$ cat config.mk
export PLATFORM = sky130hd
export DESIGN_NAME = aipb_input_port_bank
export DESIGN_NICKNAME = d
export VERILOG_FILES = /design/src/aipb_pkg.sv /design/src/aipb_stream_if.sv /design/src/aipb_sync.sv /design/src/aipb_fifo.sv /design/src/aipb_input_port_bank.sv
export SDC_FILE = /design/constraint.sdc
export NUM_CORES = 1
export LEC_CHECK = 0
export BUFFER_PORTS_ARGS = -buffer_cell sky130_fd_sc_hd__buf_2
export CAP_MARGIN = 25
export CORE_MARGIN = 8
export CORE_UTILIZATION = 59
export CTS_CLUSTER_DIAMETER = 200
export DETAILED_ROUTE_END_ITERATION = 12
export GPL_ROUTABILITY_DRIVEN = 0
export PLACE_DENSITY = 0.84
export SLEW_MARGIN = 20
export SYNTH_ARGS = -nofsm -noshare
export SYNTH_HDL_FRONTEND = slang
export SYNTH_SLANG_ARGS = --single-unit
$ cat constraint.sdc
create_clock -name ref_clk -period 7.26 [get_ports ref_clk]
set_input_delay 0.726 -clock ref_clk [delete_from_list [all_inputs] [get_ports ref_clk]]
set_output_delay 0.726 -clock ref_clk [all_outputs]
set_load 0.05 [all_outputs]
$ cat src/aipb_pkg.sv
/*
 * aipb_pkg: shared constants of the arcade input port bank.
 * Assumes a 16-bit data path and byte addresses as seen by the CPU bus.
 */
package aipb_pkg;

    // ------------------------------------------------------------
    // register addresses
    // ------------------------------------------------------------
    localparam logic [31:0] ADDR_MISC_STATUS_INPUTS   = 32'h1f400006;
    localparam logic [31:0] ADDR_PLAYER_CONTROLS      = 32'h1f400008;
    localparam logic [31:0] ADDR_LINK_DATA_WORD       = 32'h1f40000a;
    localparam logic [31:0] ADDR_PLAYER1_EXTRA_INPUTS = 32'h1f40000c;
    localparam logic [31:0] ADDR_PLAYER2_EXTRA_INPUTS = 32'h1f40000e;
    localparam logic [31:0] ADDR_LINK_READY_CLEAR     = 32'h1f520000;

    // ------------------------------------------------------------
    // field positions
    // ------------------------------------------------------------
    localparam int MISC_IO_LINE0_BIT    = 2;
    localparam int MISC_LINK_READY_BIT  = 4;
    localparam int EXTRA_BTN4_BIT       = 8;
    localparam int EXTRA_BTN5_BIT       = 9;
    localparam int EXTRA_TEST_BIT       = 10;
    localparam int EXTRA_RAM_LAYOUT_BIT = 10;
    localparam int EXTRA_BTN6_BIT       = 11;
    localparam int PLAYER1_BASE_BIT     = 8;

    // ------------------------------------------------------------
    // widths, reset and fill values
    // ------------------------------------------------------------
    localparam int          DATA_WIDTH        = 16;
    localparam int          LINK_FIFO_DEPTH   = 4;
    localparam logic [15:0] UNUSED_FILL       = 16'h0000;
    localparam logic [15:0] UNMAPPED_READ     = 16'h0000;
    localparam logic [15:0] LINK_WORD_RESET   = 16'h0000;
    localparam logic        LINK_READY_RESET  = 1'b0;
    localparam logic [15:0] RD_DATA_RESET     = 16'h0000;
    localparam logic [63:0] PIN_IDLE_RESET    = 64'hffffffffffffffff;

endpackage

$ cat src/aipb_stream_if.sv
/*
 * aipb_stream_if: valid/ready word stream between the link FIFO and the
 * data port logic. Both ends run on ref_clk.
 */
`timescale 1ns/1ps
`default_nettype none

interface aipb_stream_if #(
    parameter int WIDTH = 16
);
    logic             valid;
    logic             ready;
    logic [WIDTH-1:0] data;

    // source drives the word, sink accepts it
    modport src (output valid, output data, input ready);
    modport snk (input valid, input data, output ready);
endinterface

`default_nettype wire

$ cat src/aipb_sync.sv
/*
 * aipb_sync: two-flop synchroniser for a vector of pin levels.
 * Assumes each bit is an independent level; no bus coherency is given.
 */
`timescale 1ns/1ps
`default_nettype none

module aipb_sync #(
    parameter int          WIDTH     = 1,
    parameter logic [63:0] RESET_VAL = 64'hffffffffffffffff
) (
    input  wire logic             ref_clk,
    input  wire logic             sys_rst,
    input  wire logic [WIDTH-1:0] pinIn,
    output logic      [WIDTH-1:0] syncOut
);
    logic [WIDTH-1:0] stage1_ff;

    initial begin
        if (WIDTH < 1 || WIDTH > 64) $error("aipb_sync: WIDTH out of range");
    end

    // first stage feeds only the second stage
    always_ff @(posedge ref_clk) begin
        if (sys_rst) begin
            stage1_ff <= RESET_VAL[WIDTH-1:0];
            syncOut   <= RESET_VAL[WIDTH-1:0];
        end else begin
            stage1_ff <= pinIn;
            syncOut   <= stage1_ff;
        end
    end
endmodule

`default_nettype wire

$ cat src/aipb_fifo.sv
/*
 * aipb_fifo: small synchronous FIFO with valid/ready on both sides.
 * Assumes one clock; ready (full) is a registered flag, valid (empty) is decoded from the registered count.
 */
`timescale 1ns/1ps
`default_nettype none

module aipb_fifo #(
    parameter int WIDTH = 16,
    parameter int DEPTH = 4
) (
    input  wire logic             ref_clk,
    input  wire logic             sys_rst,
    input  wire logic             inValid,
    input  wire logic [WIDTH-1:0] inData,
    output logic                  inReady,
    aipb_stream_if.src            out
);
    localparam int AW = (DEPTH > 1) ? $clog2(DEPTH) : 1;

    logic [WIDTH-1:0] mem [DEPTH];
    logic [AW-1:0]    wrPtr_ff;
    logic [AW-1:0]    rdPtr_ff;
    logic [AW:0]      count_ff;
    logic             push;
    logic             pop;

    initial begin
        if (DEPTH < 2 || (DEPTH & (DEPTH - 1)) != 0) $error("aipb_fifo: DEPTH must be a power of two >= 2");
        if (WIDTH < 1) $error("aipb_fifo: WIDTH must be positive");
    end

    // handshakes on both sides
    assign push      = inValid && inReady;
    assign pop       = out.valid && out.ready;
    assign out.valid = (count_ff != '0);
    assign out.data  = mem[rdPtr_ff];

    // storage; no reset needed, guarded by count
    always_ff @(posedge ref_clk) begin
        if (push) begin
            mem[wrPtr_ff] <= inData;
        end
    end

    // pointers, fill level and registered ready
    always_ff @(posedge ref_clk) begin
        if (sys_rst) begin
            wrPtr_ff <= '0;
            rdPtr_ff <= '0;
            count_ff <= '0;
            inReady  <= 1'b0;
        end else begin
            if (push) wrPtr_ff <= wrPtr_ff + AW'(1);
            if (pop)  rdPtr_ff <= rdPtr_ff + AW'(1);
            case ({push, pop})
                2'b10: begin
                    count_ff <= count_ff + (AW+1)'(1);
                    inReady  <= (count_ff != (AW+1)'(DEPTH - 1));
                end
                2'b01: begin
                    count_ff <= count_ff - (AW+1)'(1);
                    inReady  <= 1'b1;
                end
                default: begin
                    inReady <= (count_ff != (AW+1)'(DEPTH));
                end
            endcase
        end
    end
endmodule

`default_nettype wire

$ cat src/aipb_input_port_bank.sv
/*
 * aipb_input_port_bank: read-only input ports of the arcade I/O chip,
 * plus the link data port fed by the serial-link microcontroller.
 * Assumes the CPU bus is synchronous to ref_clk with one-cycle strobes,
 * and that the microcontroller side (linkWordValid/linkWord) is logic on
 * ref_clk; button, strap and misc lines are asynchronous pins.
 */
`timescale 1ns/1ps
`default_nettype none

// Function
// [RULE_01] software sets io line 0 input first
// [RULE_02] player controls: p2 low byte, p1 high
// [RULE_03] buttons active low: pressed reads zero
// [RULE_04] player controls read has no side effects
// [RULE_05] link data valid only while ready set
// [RULE_06] any write to clear address drops ready
// [RULE_07] pending word reloads port, sets ready again
// [RULE_08] p1 extras: btn4, btn5, test, btn6
// [RULE_09] p2 extras: btn4, btn5, btn6 on 8,9,11
// [RULE_10] bit 10 reports ram layout strap
// [RULE_11] boot software chooses ram config from strap
// [RULE_12] link ready visible on misc bit 4
// [RULE_13] writes ignored, unused bits read constant
module aipb_input_port_bank #(
    parameter int LINK_FIFO_DEPTH = aipb_pkg::LINK_FIFO_DEPTH
) (
    input  wire logic        ref_clk,
    input  wire logic        sys_rst,
    // cpu bus
    input  wire logic        busCs,
    input  wire logic        busRd,
    input  wire logic        busWr,
    input  wire logic [31:0] busAddr,
    input  wire logic [15:0] busWrData,
    output logic      [15:0] busRdData,
    output logic             busRdValid,
    // control pins; buttons active low, strap and misc lines taken as driven
    input  wire logic [15:0] playerCtrlPins_n,
    input  wire logic [3:0]  p1ExtraPins_n,
    input  wire logic [2:0]  p2ExtraPins_n,
    input  wire logic        ramLayoutOld,
    input  wire logic [15:0] miscRawPins,
    // serial-link microcontroller words
    input  wire logic        linkWordValid,
    input  wire logic [15:0] linkWord,
    output logic             linkWordReady,
    output logic             linkInputReady
);
    localparam int W = aipb_pkg::DATA_WIDTH;

    initial begin
        if (W != 16) $error("aipb_input_port_bank: data width must be 16");
        if (LINK_FIFO_DEPTH < 2) $error("aipb_input_port_bank: fifo depth too small");
        if (aipb_pkg::MISC_LINK_READY_BIT >= W) $error("aipb_input_port_bank: flag bit outside port");
        if (aipb_pkg::EXTRA_BTN6_BIT >= W) $error("aipb_input_port_bank: extras bit outside port");
    end

    // ------------------------------------------------------------
    // address decode
    // ------------------------------------------------------------
    function automatic logic hit(input logic [31:0] a, input logic [31:0] ref_a);
        hit = (a == ref_a);
    endfunction

    // port codes of the decoder; the clear address reads like an unmapped one
    localparam logic [2:0] SEL_MISC   = 3'h0;
    localparam logic [2:0] SEL_PLAYER = 3'h1;
    localparam logic [2:0] SEL_LINK   = 3'h2;
    localparam logic [2:0] SEL_P1X    = 3'h3;
    localparam logic [2:0] SEL_P2X    = 3'h4;
    localparam logic [2:0] SEL_CLEAR  = 3'h5;
    localparam logic [2:0] SEL_NONE   = 3'h7;

    // one decoder for reads and the clear write, so both see the same map
    function automatic logic [2:0] port_of(input logic [31:0] a);
        if (hit(a, aipb_pkg::ADDR_MISC_STATUS_INPUTS)) begin
            port_of = SEL_MISC;
        end else if (hit(a, aipb_pkg::ADDR_PLAYER_CONTROLS)) begin
            port_of = SEL_PLAYER;
        end else if (hit(a, aipb_pkg::ADDR_LINK_DATA_WORD)) begin
            port_of = SEL_LINK;
        end else if (hit(a, aipb_pkg::ADDR_PLAYER1_EXTRA_INPUTS)) begin
            port_of = SEL_P1X;
        end else if (hit(a, aipb_pkg::ADDR_PLAYER2_EXTRA_INPUTS)) begin
            port_of = SEL_P2X;
        end else if (hit(a, aipb_pkg::ADDR_LINK_READY_CLEAR)) begin
            port_of = SEL_CLEAR;
        end else begin
            port_of = SEL_NONE;
        end
    endfunction

    // ------------------------------------------------------------
    // pin synchronisers
    // ------------------------------------------------------------
    logic [15:0] playerCtrlSync;
    logic [3:0]  p1ExtraSync;
    logic [2:0]  p2ExtraSync;
    logic        ramLayoutSync;
    logic [15:0] miscSync;

    // player controls; released buttons idle high, so reset to ones
    aipb_sync #(
        .WIDTH     (16),
        .RESET_VAL (aipb_pkg::PIN_IDLE_RESET)
    ) u_syncPlayer (
        .ref_clk (ref_clk),
        .sys_rst (sys_rst),
        .pinIn   (playerCtrlPins_n),
        .syncOut (playerCtrlSync)
    );

    // player 1 extras, same idle level as the main buttons
    aipb_sync #(
        .WIDTH     (4),
        .RESET_VAL (aipb_pkg::PIN_IDLE_RESET)
    ) u_syncP1Extra (
        .ref_clk (ref_clk),
        .sys_rst (sys_rst),
        .pinIn   (p1ExtraPins_n),
        .syncOut (p1ExtraSync)
    );

    // player 2 extras
    aipb_sync #(
        .WIDTH     (3),
        .RESET_VAL (aipb_pkg::PIN_IDLE_RESET)
    ) u_syncP2Extra (
        .ref_clk (ref_clk),
        .sys_rst (sys_rst),
        .pinIn   (p2ExtraPins_n),
        .syncOut (p2ExtraSync)
    );

    // strap on its own pair: a static level, not a button, so its
    // reset level can change later without touching the buttons
    aipb_sync #(
        .WIDTH     (1),
        .RESET_VAL (aipb_pkg::PIN_IDLE_RESET)
    ) u_syncStrap (
        .ref_clk (ref_clk),
        .sys_rst (sys_rst),
        .pinIn   (ramLayoutOld),
        .syncOut (ramLayoutSync)
    );

    // misc lines; bit 4 is overwritten by the link flag further down
    aipb_sync #(
        .WIDTH     (16),
        .RESET_VAL (aipb_pkg::PIN_IDLE_RESET)
    ) u_syncMisc (
        .ref_clk (ref_clk),
        .sys_rst (sys_rst),
        .pinIn   (miscRawPins),
        .syncOut (miscSync)
    );

    // ------------------------------------------------------------
    // link word buffer
    // ------------------------------------------------------------
    aipb_stream_if #(.WIDTH(W)) linkStream ();

    // back-pressure reaches the microcontroller through linkWordReady
    aipb_fifo #(
        .WIDTH (W),
        .DEPTH (LINK_FIFO_DEPTH)
    ) u_fifo (
        .ref_clk (ref_clk),
        .sys_rst (sys_rst),
        .inValid (linkWordValid),
        .inData  (linkWord),
        .inReady (linkWordReady),
        .out     (linkStream)
    );

    // ------------------------------------------------------------
    // bus strobes
    // ------------------------------------------------------------
    logic rdStrobe;
    logic wrStrobe;
    logic readyClearHit;

    assign rdStrobe      = busCs && busRd;
    assign wrStrobe      = busCs && busWr;
    assign readyClearHit = wrStrobe && (port_of(busAddr) == SEL_CLEAR); // RULE_06

    // ------------------------------------------------------------
    // link data port and ready flag
    // ------------------------------------------------------------
    logic [15:0] linkData_ff;
    logic        linkReady_ff;
    logic        loadWord;

    // a word is taken whenever the port is free or is being freed this cycle,
    // so a clear with a word pending ends with the flag still set
    assign loadWord         = linkStream.valid && (!linkReady_ff || readyClearHit); // RULE_07
    assign linkStream.ready = !linkReady_ff || readyClearHit;

    // data port holds the word until the next load; reads never touch it
    always_ff @(posedge ref_clk) begin
        if (sys_rst) begin
            linkData_ff <= aipb_pkg::LINK_WORD_RESET;
        end else if (loadWord) begin
            linkData_ff <= linkStream.data; // RULE_05
        end
    end

    // set wins over clear
    always_ff @(posedge ref_clk) begin
        if (sys_rst) begin
            linkReady_ff <= aipb_pkg::LINK_READY_RESET;
        end else if (loadWord) begin
            linkReady_ff <= 1'b1; // RULE_07
        end else if (readyClearHit) begin
            linkReady_ff <= 1'b0; // RULE_06
        end
    end

    // mirror of the flag for the board
    always_ff @(posedge ref_clk) begin
        if (sys_rst) begin
            linkInputReady <= aipb_pkg::LINK_READY_RESET;
        end else begin
            linkInputReady <= linkReady_ff;
        end
    end

    // ------------------------------------------------------------
    // port images
    // ------------------------------------------------------------
    logic [15:0] miscImage;
    logic [15:0] playerImage;
    logic [15:0] p1ExtraImage;
    logic [15:0] p2ExtraImage;

    // misc: raw lines, link flag forced onto its bit; io line 0 is only
    // meaningful once software made it an input on the cartridge side
    always_comb begin
        miscImage = miscSync; // RULE_01
        miscImage[aipb_pkg::MISC_LINK_READY_BIT] = linkReady_ff; // RULE_12
    end

    // pins already in port order: p2 on 0-7, p1 on 8-15, low = pressed
    assign playerImage = playerCtrlSync; // RULE_02 RULE_03

    // player 1 extras; unused bits read as the fill constant
    always_comb begin
        p1ExtraImage = aipb_pkg::UNUSED_FILL; // RULE_13
        p1ExtraImage[aipb_pkg::EXTRA_BTN4_BIT] = p1ExtraSync[0]; // RULE_08 RULE_03
        p1ExtraImage[aipb_pkg::EXTRA_BTN5_BIT] = p1ExtraSync[1]; // RULE_08
        p1ExtraImage[aipb_pkg::EXTRA_TEST_BIT] = p1ExtraSync[2]; // RULE_08
        p1ExtraImage[aipb_pkg::EXTRA_BTN6_BIT] = p1ExtraSync[3]; // RULE_08
    end

    // player 2 extras plus the ram layout strap (1 = old layout)
    always_comb begin
        p2ExtraImage = aipb_pkg::UNUSED_FILL; // RULE_13
        p2ExtraImage[aipb_pkg::EXTRA_BTN4_BIT] = p2ExtraSync[0]; // RULE_09 RULE_03
        p2ExtraImage[aipb_pkg::EXTRA_BTN5_BIT] = p2ExtraSync[1]; // RULE_09
        p2ExtraImage[aipb_pkg::EXTRA_BTN6_BIT] = p2ExtraSync[2]; // RULE_09
        p2ExtraImage[aipb_pkg::EXTRA_RAM_LAYOUT_BIT] = ramLayoutSync; // RULE_10 RULE_11
    end

    // ------------------------------------------------------------
    // read mux
    // ------------------------------------------------------------
    logic [15:0] nxt_rdData;

    // pure selection: no read changes any state, so a dummy read is safe
    always_comb begin
        case (port_of(busAddr))
            SEL_MISC:   nxt_rdData = miscImage;
            SEL_PLAYER: nxt_rdData = playerImage; // RULE_04
            SEL_LINK:   nxt_rdData = linkData_ff; // RULE_05
            SEL_P1X:    nxt_rdData = p1ExtraImage;
            SEL_P2X:    nxt_rdData = p2ExtraImage;
            default:    nxt_rdData = aipb_pkg::UNMAPPED_READ; // RULE_13
        endcase
    end

    // read answer one cycle after the strobe; writes never answer
    always_ff @(posedge ref_clk) begin
        if (sys_rst) begin
            busRdValid <= 1'b0;
        end else begin
            busRdValid <= rdStrobe;
        end
    end

    // read data holds its last value between reads; writes are dropped
    always_ff @(posedge ref_clk) begin
        if (sys_rst) begin
            busRdData <= aipb_pkg::RD_DATA_RESET;
        end else if (rdStrobe) begin
            busRdData <= nxt_rdData; // RULE_13
        end
    end

    // write data carries no meaning anywhere in this bank
    logic unusedWrData;
    assign unusedWrData = ^busWrData;
endmodule

`default_nettype wire

# Word-level counts from Yosys, hierarchy flattened
# Memory sizes are Yosys's and may differ from the RTL's. A register that Yosys moved wholly into a read port is not among the register bits.
# Cells that the tools add are included.
# Widths: inputs -> output; s select.
# totals
ram_bits,64
elab_cells,62
output_inout_bits,19
memories,1
ff_bits,107
in_bits,110
# op_classes
n_eq_ne,15
n_reduce_logical,11
n_mux,13
add_sub_neg,4
# mem_list
name,words,word_bits,rd,rd_ports_with_merged_regs,wr,line_no,text
u_fifo.mem,4,16,1,1,1,aipb_fifo.sv:21,logic [WIDTH-1:0] mem [DEPTH];
# op_table
operator,n
$eq 32x29->1 const B,6
$pmux 16 s5,1
$mux 3,4
$eq 3x2->1 const B,2
$eq 3x3->1 const B,2
$pmux 3 s2,1
$logic_and 1x1->1,5
$add 2x1->2 const B,2
$mux 1,4
$mux 2,2
$reduce_bool 2->1,2
$add 3x1->3 const B,1
$eq 3x1->1 const B,1
$logic_not 3->1,1
$ne 3x2->1 const B,1
$ne 3x3->1 const B,1
$reduce_bool 3->1,1
$sub 3x1->3 const B,1
$eq 2x1->1 const B,1
$eq 2x2->1 const B,1
$pmux 1 s2,1
$logic_not 1->1,1
$logic_or 1x1->1,1

# Logic depth before layout (Yosys ltp)
# logic_depth
depth_word,13
depth_mapped,13
ltp_nobuf,11

# Cells and area by module
# A second synthesis with hierarchy kept.
# hier_totals
cells_unflattened,527
hier_area_um2,7001.7
# modules_own_cells
module,n_inst,cells_each,area_each_um2,seq_area_each_um2
aipb_fifo,1,140,2834.0,2122.0
aipb_input_port_bank,1,221,1998.2,700.7
aipb_sync (u_syncMisc ...),2,67,874.6,640.6
aipb_sync (u_syncP1Extra),1,16,210.2,160.2
aipb_sync (u_syncP2Extra),1,12,157.7,120.1
aipb_sync (u_syncStrap),1,4,52.6,40.0

# Worst setup path before layout
# No wires, ideal clock.
# synth_timing
path_type,input to register
from,input busAddr[1]
to,register u_fifo.count_ff[2]
cell_stages,13
setup_time_ps,70
slack_ps,4149
n_path_buf,2
arrival_ps,3041
t_required_ps,7190
path_cell_list,buf_2 -> nand2b_1 -> nor4b_2 -> nand3_2 -> buf_2 -> and2_1 -> inv_1 -> ha_1 -> inv_1 -> fa_1 -> xor2_1 -> or3_1 -> a21oi_1
# synth_between
elab_chain_len,13
word_cells_on_any_way,20
classes_between,eq/ne (9); mux (7); reduce/logical (4)
# synth_lines
item,line_no,text
start: declaration,aipb_input_port_bank.sv:34,"input wire logic [31:0] busAddr,"
$eq 32x29->1,aipb_input_port_bank.sv:63,hit = (a == ref_a);
$mux 2,aipb_input_port_bank.sv:87,"end else if (hit(a, aipb_pkg::ADDR_LINK_READY_CLEAR)) begin"
$mux 2,aipb_input_port_bank.sv:85,"end else if (hit(a, aipb_pkg::ADDR_PLAYER2_EXTRA_INPUTS)) begin"
$mux 3,aipb_input_port_bank.sv:83,"end else if (hit(a, aipb_pkg::ADDR_PLAYER1_EXTRA_INPUTS)) begin"
$mux 3,aipb_input_port_bank.sv:81,"end else if (hit(a, aipb_pkg::ADDR_LINK_DATA_WORD)) begin"
$mux 3,aipb_input_port_bank.sv:79,"end else if (hit(a, aipb_pkg::ADDR_PLAYER_CONTROLS)) begin"
$mux 3 *,aipb_input_port_bank.sv:77,"if (hit(a, aipb_pkg::ADDR_MISC_STATUS_INPUTS)) begin"
$eq 3x3->1 *,aipb_input_port_bank.sv:186,assign readyClearHit = wrStrobe && (port_of(busAddr) == SEL_CLEAR);
$logic_and 1x1->1 *,aipb_input_port_bank.sv:186,
$logic_or 1x1->1 *,n/a,
$logic_and 1x1->1 *,n/a,
via loadWord,aipb_input_port_bank.sv:193,logic loadWord;
$eq 2x1->1 or $eq 2x2->1 (tied branches),aipb_fifo.sv:56,"case ({push, pop})"
$pmux 3 s2 or $reduce_bool 2->1 (tied branches),n/a,
end signal: assignment,aipb_fifo.sv:58,count_ff <= count_ff + (AW+1)'(1);
end signal: assignment,aipb_fifo.sv:62,count_ff <= count_ff - (AW+1)'(1);
end: declaration,aipb_fifo.sv:24,logic [AW:0] count_ff;
# Mark *: on every way through the listed nets, which the timed path passes. The rest lies on a longest branch.
# A chain may end at the register's enable or synchronous reset.

# Worst setup path after layout
# Same ends and word-level chain as after synthesis.

==> flow_summary.toml <==
[die]
dieWidth_um = 124
dieArea_mm2 = 0.0153
initial_utilization = 0.601
row_count = 39
core-area_mm2 = 0.0114
die_y_um = 124
io_pins = 129

[drt]
wl_mm = 14.0
wl_per_cell_um = 18.1
via_count = 4250
drtIter0Drc = 272
drtAntennaViolNets = 0
drt-pass1-iter-count = 4
drc = 0
viasPerCell = 5.52

[logic_synthesis]
yosys-top-cells-area = "dfxtp_1 (35%), edfxtp_1 (28%), or2_2 (7.1%)"
yosysMostFrequentCell = "dfxtp_1"
synthFlopType = "dfxtp_1"
yosys_warnings = 0
synth_top_area_frac = 0.355
syn_nets = 628
ys_seq_elements = 185
synth_cells = 511
synth_top_cell_by_area = "dfxtp_1"
seq_area_frac_synth = 0.636
synth_area_mm2 = 0.00683
synthTopCellsByCount = "dfxtp_1 (121), or2_2 (78), edfxtp_1 (64)"
synth.distinct_cells = 48
synthArstFlopShare = 0
synth.avg_cell_area_um2 = 13.4
synth_edf_count = 64

[clocking]
cts_resized = 0
clk_pin_slew_worst_paths_ps = 70
clock_sinks = 185
clk_latency_ps = 430
hold_buffers = 0
cts_buffers = 17
htreeDepth = 4
root_buffer = "clkbuf_16"
cts_tree = "done"
post_cts_buffers = 0
clockBufferDepth = 2

[worst_setup_path]
worstPathCellList = "buf_2 -> nand2b_1 -> nor4b_2 -> nand3_2 -> and2_1 -> inv_1 -> ha_1 -> inv_1 -> fa_1 -> xor2_1 -> or3_1 -> a21oi_1"
cp.depth = 12
path_class = "in2reg"
cp_data_required_time_ps = 7610
start_kind = "input pin"
cp.arrival_ps = 3910
reg2reg_depth = 11
cp-end-kind = "flop"
cp_slowest_cell = "nand3_2"
path_buf_inv = 3
crit_family = "simple AND/OR/NAND/NOR gates"
critical-path-max-stage-delay_ps = 580
critPathMaxFanout = 36
crit_top_cell = "inv_1"
regToRegSetupSlack_ps = 3890

[timing]
rsz0062_at_grt = "false"
tightest_slew_ps = 858
clock.fmax_mhz = 281
setup_viol = 0
finalCriticalPeriod_ps = 3560
clock_skew_ps = 12.8
finalHoldViolCount = 0
finalCritPeriodShare = 0.490
setup_tns_ps = 0
slew_violations = 0
relSlewSlack = 0.428

[min_path]
hold_path.class = "reg2reg"
hold_depth = 1

[power_and_ir_drop]
p_leak_uw = 0.00307
netSwitchingPower_uw = 673
irDropWorstVdd_uv = 210
seq_power_share = 0.493
pwr-share-clk = 0.350
fin_total_pwr_uw = 2490
combPwrFrac = 0.157
p_int_uw = 1820
power.density_mw_per_mm2 = 310
sw_frac_of_total = 0.270

[cells_and_area]
areaGrowthSynthToFinish_pct = 17.5
seqCellArea_mm2 = 0.00435
nFillCells = 762
drive_above_1_share = 0.456
multi_input_area_mm2 = 0.00232
nets = 731
utilization = 0.706
num_antenna_cells = 0

[place]
port_buffers = 111
hpwl_mm = 9.34

[job]
drv_cap = 0

[global_routing]
overflow = 0
antenna_found_initial = 0
grt_max_degree = 108
grt_pass1_wl_mm = 21.7
grt_usage = 0.186
grt_pass1_vias = 4385

[status]
status = "complete, no violations"
power groups by stage:
stage | Sequential (uW) | Clock, uW | Combinational, uW
final | 1230 | 872 | 391
after global routing | 1240 | 923 | 429
after CTS | 1230 | 881 | 393
after detailed placement | 1250 | 0 | 388
after global placement | 1250 | 0 | 370
after floorplan | 1220 | 0 | 304
path summary, 6_finish.rpt:
check,startpoint,to
setup / recovery,busAddr[1],u_fifo.count_ff[2]$_SDFFE_PP0P_
hold / removal,u_syncMisc.stage1_ff[6]$_SDFF_PP1_,u_syncMisc.syncOut[6]$_SDFF_PP1_
setup reg to reg,u_fifo.count_ff[0]$_SDFFE_PP0P_,u_fifo.count_ff[2]$_SDFFE_PP0P_
hold reg to reg,u_syncMisc.stage1_ff[6]$_SDFF_PP1_,u_syncMisc.syncOut[6]$_SDFF_PP1_
cell families after synthesis:
| kind of cell | Yosys count | synth area share |
|---|---|---|
| compound gates | 84 | 0.0912 |
| xor+xnor | 3 | 0.00385 |
| fa+ha+maj | 7 | 0.0139 |
| buf+inv | 38 | 0.0247 |
| flops | 185 | 0.636 |
| mux | 33 | 0.0801 |
| simple gates | 161 | 0.150 |
metal layers:
metal  share of wire  global-route usage  wire (um)  up-vias
li1                -                   -          -     2037
met1            0.40               0.210       5520     2075
met2            0.53               0.334       7390      123
met3           0.064              0.0517        900       15
met4           0.011              0.0617        159        0
met5               0                   0          0        -
state kept, by name, summed over array words and instances, names as in the netlist:
name,flops
u_fifo.inReady,1
busRdValid,1
u_fifo.count_ff,3
u_syncPlayer.stage1_ff,16
u_syncStrap.stage1_ff,1
u_syncP1Extra.stage1_ff,4
u_fifo.rdPtr_ff,2
linkReady_ff,1
u_syncMisc.stage1_ff,15
busRdData,16
linkData_ff,16
u_syncP2Extra.syncOut,3
linkInputReady,1
u_syncP2Extra.stage1_ff,3
u_syncP1Extra.syncOut,4
u_fifo.mem,64
u_syncPlayer.syncOut,16
u_fifo.wrPtr_ff,2
u_syncMisc.syncOut,15
u_syncStrap.syncOut,1
layout make-up:
cell class	count	share of cell area
timing repair buffer	115	0.0737
inverter	7	0.00327
clock inverter	14	0.0159
clock buffer	18	0.0547
multi-input combinational	288	0.289
sequential	185	0.541
tap	143	0.0223
per-stage QoR:
stage	instances	worst slack [ps]	hold slack (ps)	area [um2]
2_1_floorplan	511	4150	389	6830
3_3_place_gp	737	3370	392	7440
3_5_place_dp	737	3290	392	7450
4_1_cts	769	3700	403	8010
5_1_grt	770	3480	411	8030
6_report	770	3700	404	8030
cells in the final DEF, fill, tap and decap left out, drive strengths merged:
| cell | count |
|---|---|
| nor4b | 4 |
| nand4b | 3 |
| nor3b | 1 |
| clkinvlp | 2 |
| o211ai | 1 |
| xor2 | 2 |
| nand3 | 24 |
| nor4 | 4 |
| a21oi | 23 |
| clkbuf | 19 |
| ha | 6 |
| and3 | 6 |
| a21bo | 16 |
| nand4 | 1 |
| nand2b | 2 |
| mux4 | 16 |
| buf | 114 |
| edfxtp | 64 |
| a32oi | 4 |
| a22oi | 12 |
| nor2 | 9 |
| fa | 1 |
| a22o | 4 |
| nor2b | 2 |
| mux2i | 4 |
| mux2 | 13 |
| or3 | 2 |
| xnor2 | 1 |
| a21boi | 1 |
| inv | 17 |
| o21ai | 22 |
| nand2 | 21 |
| a21o | 1 |
| dfxtp | 121 |
| and4 | 2 |
| and2 | 1 |
| clkinv | 2 |
| nor3 | 1 |
| or2 | 78 |
Power figures use the tool's default switching activity.
